<file path="config.mk">
export PLATFORM = sky130hd
export DESIGN_NAME = cmp_skip_gt
export DESIGN_NICKNAME = d
export VERILOG_FILES = /design/src/hw/cmp_skip_pkg.sv /design/src/hw/operand_addr.sv /design/src/hw/cmp_skip_gt.sv
export SDC_FILE = /design/constraint.sdc
export NUM_CORES = 1
export LEC_CHECK = 0
export BUFFER_PORTS_ARGS = -buffer_cell sky130_fd_sc_hd__buf_2
export CAP_MARGIN = 10
export CORE_ASPECT_RATIO = 1.5
export CORE_MARGIN = 3
export CORE_UTILIZATION = 36
export CTS_BUF_LIST = sky130_fd_sc_hd__clkbuf_4 sky130_fd_sc_hd__clkbuf_8
export DETAILED_ROUTE_END_ITERATION = 10
export GPL_TIMING_DRIVEN = 0
export PLACE_DENSITY_LB_ADDON = 0.25
export SYNTH_ARGS = -nofsm -noshare
export SYNTH_HDL_FRONTEND = slang
export SYNTH_HIERARCHICAL = 1
export SYNTH_SLANG_ARGS = --single-unit
</file>
<file path="constraint.sdc">
create_clock -name core_clk -period 2.2 [get_ports core_clk]
set_clock_uncertainty 0.1 [all_clocks]
set_input_delay 0.22 -clock core_clk [delete_from_list [all_inputs] [get_ports core_clk]]
set_output_delay 0.22 -clock core_clk [all_outputs]
set_load 0.01 [all_outputs]
</file>
<file path="src/hw/cmp_skip_pkg.sv">
// constants and types for the compare-and-skip-if-greater execution block
// Summary of operation
// - recognise opcode 0110 010a in upper byte; lower byte is file address
// - compare file byte with working register by unsigned subtraction, difference discarded
// - file byte greater than working register: discard fetched instruction, run no-op
// - one cycle no skip, two skipping one word, three skipping two words
// - access bit 0 resolves file address inside the fixed access bank
// - access bit 1 uses bank select register to choose the bank
// - extended set, access bit 0, address 95 or less: indexed literal offset
package cmp_skip_pkg;
   localparam logic [6:0]  OPC_CPSG      = 7'h32;   // 0110 010
   localparam int          OPC_MSB       = 15;
   localparam int          OPC_LSB       = 9;
   localparam int          ABIT_POS      = 8;
   localparam logic [7:0]  LIT_OFS_MAX   = 8'h5f;
   localparam logic [7:0]  ACC_SPLIT     = 8'h60;   // low 96 bytes of access bank below this
   localparam logic [3:0]  ACC_HI_BANK   = 4'hf;
   localparam logic [3:0]  ACC_LO_BANK   = 4'h0;
   localparam logic [1:0]  QPH_LAST      = 2'h3;
   localparam logic [1:0]  QPH_FIRST     = 2'h0;    // decode phase, also the read phase
   localparam logic [11:0] ADDR_RST      = 12'h000;
   typedef enum logic [1:0] {ST_IDLE, ST_EXEC, ST_SKIP1, ST_SKIP2} exec_state_e;
endpackage

</file>
<file path="src/hw/operand_addr.sv">
// operand address resolution for byte-oriented file access
`timescale 1ns/1ps
module operand_addr
   import cmp_skip_pkg::*;
(
   input  wire logic [7:0]  file_addr,        // 8-bit address field
   input  wire logic        access_bit,       // bank-access bit
   input  wire logic [3:0]  bank_select_register, // bank select contents
   input  wire logic        ext_set_en,       // extended instruction set enabled
   input  wire logic [11:0] index_base,       // index pointer for literal offset mode
   output logic      [11:0] data_addr,        // resolved data memory address
   output logic             lit_ofs_mode      // literal offset mode taken
);
   wire logic [11:0] acc_addr;
   wire logic [11:0] bsr_addr;
   wire logic [11:0] idx_addr;
   assign lit_ofs_mode = ext_set_en && !access_bit && (file_addr <= LIT_OFS_MAX);
   assign acc_addr = (file_addr < ACC_SPLIT) ? {ACC_LO_BANK, file_addr}
                                             : {ACC_HI_BANK, file_addr};
   assign bsr_addr = {bank_select_register, file_addr};
   assign idx_addr = index_base + {4'h0, file_addr};
   assign data_addr = lit_ofs_mode ? idx_addr : (access_bit ? bsr_addr : acc_addr);
endmodule

</file>
<file path="src/hw/cmp_skip_gt.sv">
// execution of the compare-and-skip-if-greater instruction
`timescale 1ns/1ps
module cmp_skip_gt
   import cmp_skip_pkg::*;
(
   input  wire logic        core_clk,         // core clock, 40 MHz
   input  wire logic        nrst,             // async reset, active low
   input  wire logic        instr_valid,      // instr_word holds a new instruction at Q1
   input  wire logic [15:0] instr_word,       // instruction word
   input  wire logic        next_is_two_word, // fetched next instruction is two words
   input  wire logic [7:0]  working_register_file_alias, // working register value
   input  wire logic [3:0]  bank_select_register, // bank select contents
   input  wire logic        ext_set_en,       // extended instruction set enabled
   input  wire logic [11:0] index_base,       // index pointer for literal offset mode
   input  wire logic [7:0]  mem_rdata,        // data memory read data
   output logic             is_cmp_skip,      // instruction recognised (held for cycle)
   output logic [11:0]      mem_addr,         // data memory read address
   output logic             mem_rd,           // data memory read strobe
   output logic             skip_taken,       // pulse: skip decided
   output logic             force_nop,        // fetched word replaced by no-op
   output logic             busy              // instruction in progress
);
   import cmp_skip_pkg::*;

   ////////////////////////////////////////////////////////////////////////////////
   exec_state_e  state_reg;
   exec_state_e  state_next;
   logic  [1:0]  qph_reg;
   logic         two_reg;
   logic  [7:0]  faddr_reg;
   logic         abit_reg;
   wire logic [11:0] res_addr;
   wire logic        lit_mode;
   wire logic        decode_hit;
   wire logic [8:0]  diff;
   wire logic        greater;
   wire logic        cyc_end;
   wire logic        in_idle;
   wire logic        in_exec;
   wire logic        in_skip;
   wire logic        take_instr;
   wire logic        exec_read;
   wire logic        exec_done;
   wire logic        skip_now;
   wire logic        enter_exec;
   wire logic        enter_skip;
   wire logic        stay_busy;

   assign decode_hit = instr_valid && (instr_word[OPC_MSB:OPC_LSB] == OPC_CPSG);
   // borrow clear and nonzero difference means file byte exceeds working register
   assign diff    = {1'b0, mem_rdata} - {1'b0, working_register_file_alias};
   assign greater = !diff[8] && (diff[7:0] != 8'h00);
   assign cyc_end = (qph_reg == QPH_LAST);
   assign in_idle    = (state_reg == ST_IDLE);
   assign in_exec    = (state_reg == ST_EXEC);
   assign in_skip    = (state_reg == ST_SKIP1) || (state_reg == ST_SKIP2);
   // a word offered while an instruction is in progress is dropped
   assign take_instr = in_idle && decode_hit;
   assign exec_read  = in_exec && (qph_reg == QPH_FIRST);
   assign exec_done  = in_exec && cyc_end;
   assign skip_now   = exec_done && greater;
   assign enter_exec = (state_next == ST_EXEC);
   assign enter_skip = (state_next == ST_SKIP1) || (state_next == ST_SKIP2);
   assign stay_busy  = (state_next != ST_IDLE);

   operand_addr u_addr (
      .file_addr            (faddr_reg),
      .access_bit           (abit_reg),
      .bank_select_register (bank_select_register),
      .ext_set_en           (ext_set_en),
      .index_base           (index_base),
      .data_addr            (res_addr),
      .lit_ofs_mode         (lit_mode)
   );

   ////////////////////////////////////////////////////////////////////////////////
   always_comb begin
      state_next = state_reg;
      case (state_reg)
         ST_IDLE:  if (decode_hit) state_next = ST_EXEC;
         ST_EXEC:  if (cyc_end) state_next = greater ? ST_SKIP1 : ST_IDLE;
         ST_SKIP1: if (cyc_end) state_next = two_reg ? ST_SKIP2 : ST_IDLE;
         ST_SKIP2: if (cyc_end) state_next = ST_IDLE;
         default:  state_next = ST_IDLE;
      endcase
   end

   always_ff @(posedge core_clk or negedge nrst) begin
      if (!nrst) begin
         state_reg <= ST_IDLE;
      end else begin
         state_reg <= state_next;
      end
   end

   // phase count restarts at the decode edge so the execute cycle gets all four phases
   always_ff @(posedge core_clk or negedge nrst) begin
      if (!nrst) begin
         qph_reg <= QPH_FIRST;
      end else if (in_idle) begin
         qph_reg <= QPH_FIRST;
      end else begin
         qph_reg <= qph_reg + 2'h1;
      end
   end

   always_ff @(posedge core_clk or negedge nrst) begin
      if (!nrst) begin
         faddr_reg <= 8'h00;
         abit_reg  <= 1'b0;
      end else if (take_instr) begin
         faddr_reg <= instr_word[7:0];
         abit_reg  <= instr_word[ABIT_POS];
      end
   end

   // length of the skipped instruction is fixed at the last execute phase
   always_ff @(posedge core_clk or negedge nrst) begin
      if (!nrst) begin
         two_reg <= 1'b0;
      end else if (exec_done) begin
         two_reg <= next_is_two_word;
      end
   end

   // outputs registered; no write port exists, so no state outside changes
   always_ff @(posedge core_clk or negedge nrst) begin
      if (!nrst) begin
         is_cmp_skip <= 1'b0;
         busy        <= 1'b0;
      end else begin
         is_cmp_skip <= enter_exec;
         busy        <= stay_busy;
      end
   end

   always_ff @(posedge core_clk or negedge nrst) begin
      if (!nrst) begin
         mem_addr <= ADDR_RST;
         mem_rd   <= 1'b0;
      end else begin
         mem_addr <= res_addr;
         mem_rd   <= exec_read;
      end
   end

   always_ff @(posedge core_clk or negedge nrst) begin
      if (!nrst) begin
         skip_taken <= 1'b0;
         force_nop  <= 1'b0;
      end else begin
         skip_taken <= skip_now;
         force_nop  <= enter_skip;
      end
   end
endmodule

</file>
==> results of run 1 <==
==> layout make-up <==
type | count | area, um2
repair buffers | 75 | 393
clock inverters | 2 | 60.1
multi-input cells | 156 | 1210
fillers | 515 | 2810
plain buffers | 3 | 13.8
clock buffers | 6 | 82.6
inverters | 21 | 78.8
flip-flops and latches | 30 | 751
well taps | 70 | 87.6
==> power groups by stage <==
| stage | combinational (mW) | clock, mW | sequential, mW |
|---|---|---|---|
| finish | 0.445 | 0.695 | 0.648 |
| floorplan | 0.252 | 0 | 0.681 |
| global placement | 0.429 | 0 | 0.659 |
| CTS | 0.441 | 0.714 | 0.649 |
| detailed placement | 0.436 | 0 | 0.659 |
| global route | 0.501 | 0.739 | 0.658 |
==> worst min-delay path by stage <==
stage / from / to / slack [ns] / cells after the start
after floorplan: nrst / abit_reg / -0.18 / 0
after global placement: nrst / mem_addr[1] / 0.20 / 1
after detailed placement: nrst / mem_addr[0] / 0.20 / 1
after CTS: instr_word[4] / faddr_reg[4] / 0.04 / 2
after global routing: instr_word[4] / faddr_reg[4] / 0.05 / 2
final: instr_word[8] / abit_reg / 0.05 / 2
==> critical path, stage by stage, from the launching register on <==
cell	delay, ns
dfrtp_1	0.38
ha_2	0.20
inv_2	0.04
fa_2	0.38
nor2b_2	0.13
o31a_1	0.22
o21ai_2	0.09
or4_1	0.41
nand3_1	0.08
==> cells in the final DEF (no fill, tap or decap), types with 5 or more instances in the layout <==
cell type	synthesis	layout
buf_4	0	5
nor2b_1	8	7
mux2_1	7	7
nand2_1	15	15
buf_2	2	71
nor2_1	15	15
o21a_1	6	6
dfrtp_1	30	30
o21ai_0	11	11
a31oi_1	5	5
a21oi_1	6	6
inv_1	21	20
xor2_1	5	5
clkbuf_8	0	6
nand3_1	5	5
ha_1	18	17
==> through the flow <==
step           instances  setup TNS [ns]
6_report             363               0
5_1_grt              363               0
4_1_cts              359               0
2_1_floorplan        210               0
3_3_place_gp         349          -0.420
3_5_place_dp         349          -0.527
==> kinds of logic (layout without fill, tap and decap cells) <==
family / Yosys count / count (layout) / share of synthesized area
muxes: 10 / 10 / 0.0550
and+or+nand+nor: 60 / 60 / 0.155
buffers and inverters: 24 / 107 / 0.0452
xor gates and xnor gates: 8 / 8 / 0.0342
DFF: 30 / 30 / 0.367
AOI/OAI and AO/OA: 58 / 58 / 0.214
adders and majority gates: 20 / 20 / 0.130
==> repair_timing <==
item	CTS	global route
gates cloned	0	0
buffers inserted	1	4
pin swaps	1	5
endpoints found under the hold margin	30	0
gates resized for setup	1	4
setup endpoints to repair	1	4
hold buffers	1	0
==> layer usage <==
metal  up-vias  routed length [um]
li1        918                   -
met3         6                 248
met1       848                1690
met4         0                  82
met5         -                   0
met2        49                2680
==> out/qor.yml, run 1 <==
power_and_ir_drop:
  p_int_mw: 1.31
  p_total_mw: 1.79
  switching_power_mw: 0.483
  leakage_nw: 1.40
  power.density_mw_per_mm2: 667
  ir_drop_v: 0.000291
  p_clk_frac: 0.388
  combPwrFrac: 0.249
  p_sw_frac: 0.270
  seq_power_share: 0.363
cts:
  cts_tree: "built"
  clockBufferDepth: 2
  clk_latency_ns: 0.28
  clkTransAtPathRegs_ns: 0.07
  cts-root-buf: "clkbuf_8"
  cts_max_level: 2
  cts_sinks: 30
  cts_made_buffers: 5
sta:
  finalMaxSlewViolations: 0
  rsz0062_at_grt: "true"
  timing.final.ws_setup_ns: 0.102
  worst_pin_slew_ns: 0.699
  maxSlewHeadroom: 0.534
  hold_slack_ns: 0.0521
  post-route-min-period_ns: 2.10
  setup_viol: 0
  fin_crit_sh: 0.954
  hold_violations: 0
  fmaxAchievable_mhz: 477
placed_design:
  buffer_ports.inserted: 69
  dp_worst_setup_slack_ns: -0.175
  place_hpwl_mm: 3.77
  gp_congestion: 0.904
  placed_cell_area_mm2: 0.00248
setup_path:
  crit_path_end: "mem_addr[10]"
  r2r_start: "faddr_reg[0]"
  r2r_end: "mem_addr[10]"
  cp_max_fo: 3
  worstSetupEndpointType: "flop"
  critPathKind: "reg2reg"
  ff2ff_path_depth: 8
  r2r_slack_ns: 0.10
  startpoint: "faddr_reg[0]"
  cp.required_ns: 2.31
  startpoint_type: "flop"
  worst_ep_arrival_time_ns: 2.21
logic_synthesis:
  async_reset_ff_frac: 1.00
  yosysWarningCount: 6
  synth.distinct_cells: 46
  synth_ff_type: "dfrtp_1"
  yosysTopAreaCell: "dfrtp_1"
  synth_most_common_cell: "dfrtp_1"
  synth_nets: 283
  synth_top_area_share: 0.367
  synth_edf_count: 0
  netlist_instances: 210
  ys_ff_latch: 30
  synth_area_per_cell_um2: 9.75
  synthTopCellsByCount: "dfrtp_1 (30), inv_1 (21), ha_1 (18)"
  syn-cell-area_mm2: 0.00205
  yosysSeqAreaShare: 0.367
  netlist_top_cells_area: "dfrtp_1 (37%), ha_1 (11%), inv_1 (3.9%)"
drt:
  postRouteAntennaNets: 0
  avgViaCountPerCell: 5.02
  drt_iter0_drc: 80
  firstDrtPassIters: 4
  drc: 0
  wire_per_inst_um: 13.0
  vias: 1821
  wl_mm: 4.71
die:
  coreArea_mm2: 0.00549
  die_h_um: 98.4
  fp.dieW_um: 67.6
  num_rows: 33
  ios: 70
  start_util: 0.373
  dieArea_mm2: 0.00665
finish:
  area_growth_pct: 31.0
  fin_util: 0.488
  diodes: 0
  largest_register_ffs: 12
  fin_area_mm2: 0.00268
  drive_gt1_frac: 0.348
  fin_nets: 365
global_routing:
  grtUsageMet3: 0.0299
  grt_use_total: 0.150
  grt-busiest-layer: "met2"
  grt_util_met2: 0.296
  grt_pass1_wl_mm: 7.61
  grt_start_max_net_pins: 31
  first_global_vias: 1809
  grt_use_met1: 0.138
  overflow: 0
  antenna_found_initial: 0
hold_path:
  hold_class: "in2reg"
job:
  max-cap-violations: 0
run_status:
  status: "complete, no violations"
(Power assumes the default switching activity.)
==> run 2: changes to the inputs <==
Settings changed: CORE_MARGIN 3 to 2.
==> run 2 against run 1 <==
  * Critical path depth did not move
  * Global-route usage up 0.21 points
  * Core utilization is 0.41 points lower
  * Sequential cell count unchanged
  * Critical path type unchanged
  * Largest cell class unchanged
  * Highest routed layer unchanged
==> out/qor.yml, run 2 (synthesis gave the netlist of run 1 again) <==
die:
  ios: 70  # unchanged
  fp.dieW_um: 65.6  # -3.0%
  coreArea_mm2: 0.00549  # unchanged
  dieArea_mm2: 0.00632  # -4.9%
  start_util: 0.373  # unchanged
  die_h_um: 96.4  # -2.0%
  num_rows: 33  # unchanged
global_routing:
  grt_pass1_wl_mm: 7.23  # -5.0%
  grt_use_total: 0.152  # +0.00212
  grt_start_max_net_pins: 31  # unchanged
  overflow: 0  # unchanged
  antenna_found_initial: 0  # unchanged
  first_global_vias: 1750  # -3.3%
placed_design:
  dpl.cell_count: 349  # unchanged
  place_hpwl_mm: 3.68  # -2.4%
  gp_congestion: 0.951  # +5.2%
  placed_cell_area_mm2: 0.00248  # unchanged
  buffer_ports.inserted: 69  # unchanged
job:
  max-cap-violations: 0  # unchanged
finish:
  layout_commonest_cell: "buf_2"
  area_growth_pct: 29.9
  final_cell_mix: "buf_2 (71), dfrtp_1 (30), inv_1 (21)"
  fin_area_mm2: 0.00266  # -0.84%
  diodes: 0  # unchanged
  fin_cells: 360  # -0.83%
  fin_nets: 362  # -0.82%
  seq_area_um2: 751  # unchanged
  largest_register_ffs: 12  # unchanged
  filler_cell_count: 558  # +8.3%
  multiInputGateArea_mm2: 0.00121  # unchanged
  drive_gt1_frac: 0.338  # -0.0102
drt:
  wire_per_inst_um: 12.6  # -3.2%
  drt_iter0_drc: 65  # -19%
  avgViaCountPerCell: 5.01  # about the same
  vias: 1805  # -0.88%
  postRouteAntennaNets: 0  # unchanged
  firstDrtPassIters: 4  # unchanged
  drc: 0  # unchanged
  wl_mm: 4.52  # -4.0%
run_status:
  status: "complete, no violations"
sta:
  finalSetupTns_ns: 0  # unchanged
  hold_violations: 0  # unchanged
  fmaxAchievable_mhz: 476  # about the same
  maxSlewHeadroom: 0.541  # +0.00738
  rsz0062_at_grt: "false"
  finalMaxSlewViolations: 0  # unchanged
  post-route-min-period_ns: 2.10  # +0.000897 ns
  setup_viol: 0  # unchanged
  worst_pin_slew_ns: 0.688  # -0.0111 ns
  fin_crit_sh: 0.954  # about the same
setup_path:
  critPathKind: "reg2reg"
  startpoint_type: "flop"
  cp_max_fo: 3  # unchanged
  worst_ep_arrival_time_ns: 2.21  # about the same
  cp.required_ns: 2.31  # about the same
  worstSetupEndpointType: "flop"
cts:
  cts_made_buffers: 5  # unchanged
  clk_latency_ns: 0.28  # about the same
  clockBufferDepth: 2  # unchanged
  clkTransAtPathRegs_ns: 0.07  # about the same
  cts-root-buf: "clkbuf_8"
  cts_tree: "built"
  cts_max_level: 2  # unchanged
  cts_sinks: 30  # unchanged
power_and_ir_drop:
  ir_drop_v: 0.000253  # -13%
  leakage_nw: 1.38  # -0.93%
  power.density_mw_per_mm2: 669  # +0.31%
  p_total_mw: 1.78  # -0.53%
hold_path:
  hold_class: "in2reg"
-- run 2: per-layer routing --
metal	routed length [um]	GRT usage	share of wire	up-vias
li1	-	-	-	912
met4	87	0.0781	0.019	0
met5	0	0	0	-
met1	1660	0.131	0.37	836
met3	204	0.0327	0.045	6
met2	2560	0.314	0.57	51
-- run 2: per-stage QoR --
step,setup WS [ns],hold WS (ns),utilization
detailed placement,-0.145,0.203,0.452
finish,0.101,0.0578,0.484
floorplan,0.149,-0.176,-
global placement,-0.139,0.197,0.452
global route,0.0256,0.0518,0.484
CTS,0.00164,0.0471,0.479
-- run 2: cell type report --
cell class | instances | share of cell area
Sequential cell | 30 | 0.282
Multi-Input combinational cell | 156 | 0.457
Buffer | 3 | 0.00518
Inverter | 21 | 0.0296
Clock buffer | 6 | 0.0311
Timing Repair Buffer | 72 | 0.139
Clock inverter | 2 | 0.0226
Tap cell | 70 | 0.0329
-- run 2: worst max-delay path, stage by stage (launching register included) --
cell and delay [ns]:
dfrtp_1 0.36, ha_2 0.19, inv_1 0.05, fa_2 0.36, nor2b_2 0.14, o31a_1 0.25, o21ai_2 0.11, or4_1 0.40
nand3_1 0.08
-- run 2: path summary, 6_finish.rpt --
| kind | start | cells past startpoint | to | slack, ns |
|---|---|---|---|---|
| max | faddr_reg[0] | 8 | mem_addr[10] | 0.10 |
| min | instr_word[8] | 2 | abit_reg | 0.06 |
| max reg2reg | faddr_reg[0] | 8 | mem_addr[10] | 0.10 |
| min reg2reg | qph_reg[0] | 1 | qph_reg[0] | 0.37 |
| max in group asynchronous | nrst | 2 | abit_reg | 1.14 |
| min in group asynchronous | nrst | 2 | mem_addr[1] | 0.41 |
-- run 2: report_power, final --
part	internal, mW	switching, mW
Sequential	0.616	0.0320
Clock	0.483	0.207
Combinational	0.204	0.238
-- run 2: timing repair --
action	CTS	global route
hold buffers	1	0
endpoints found under the setup margin	0	1
endpoints found under the hold margin	30	0
buffers inserted	0	2
resized for setup	0	4
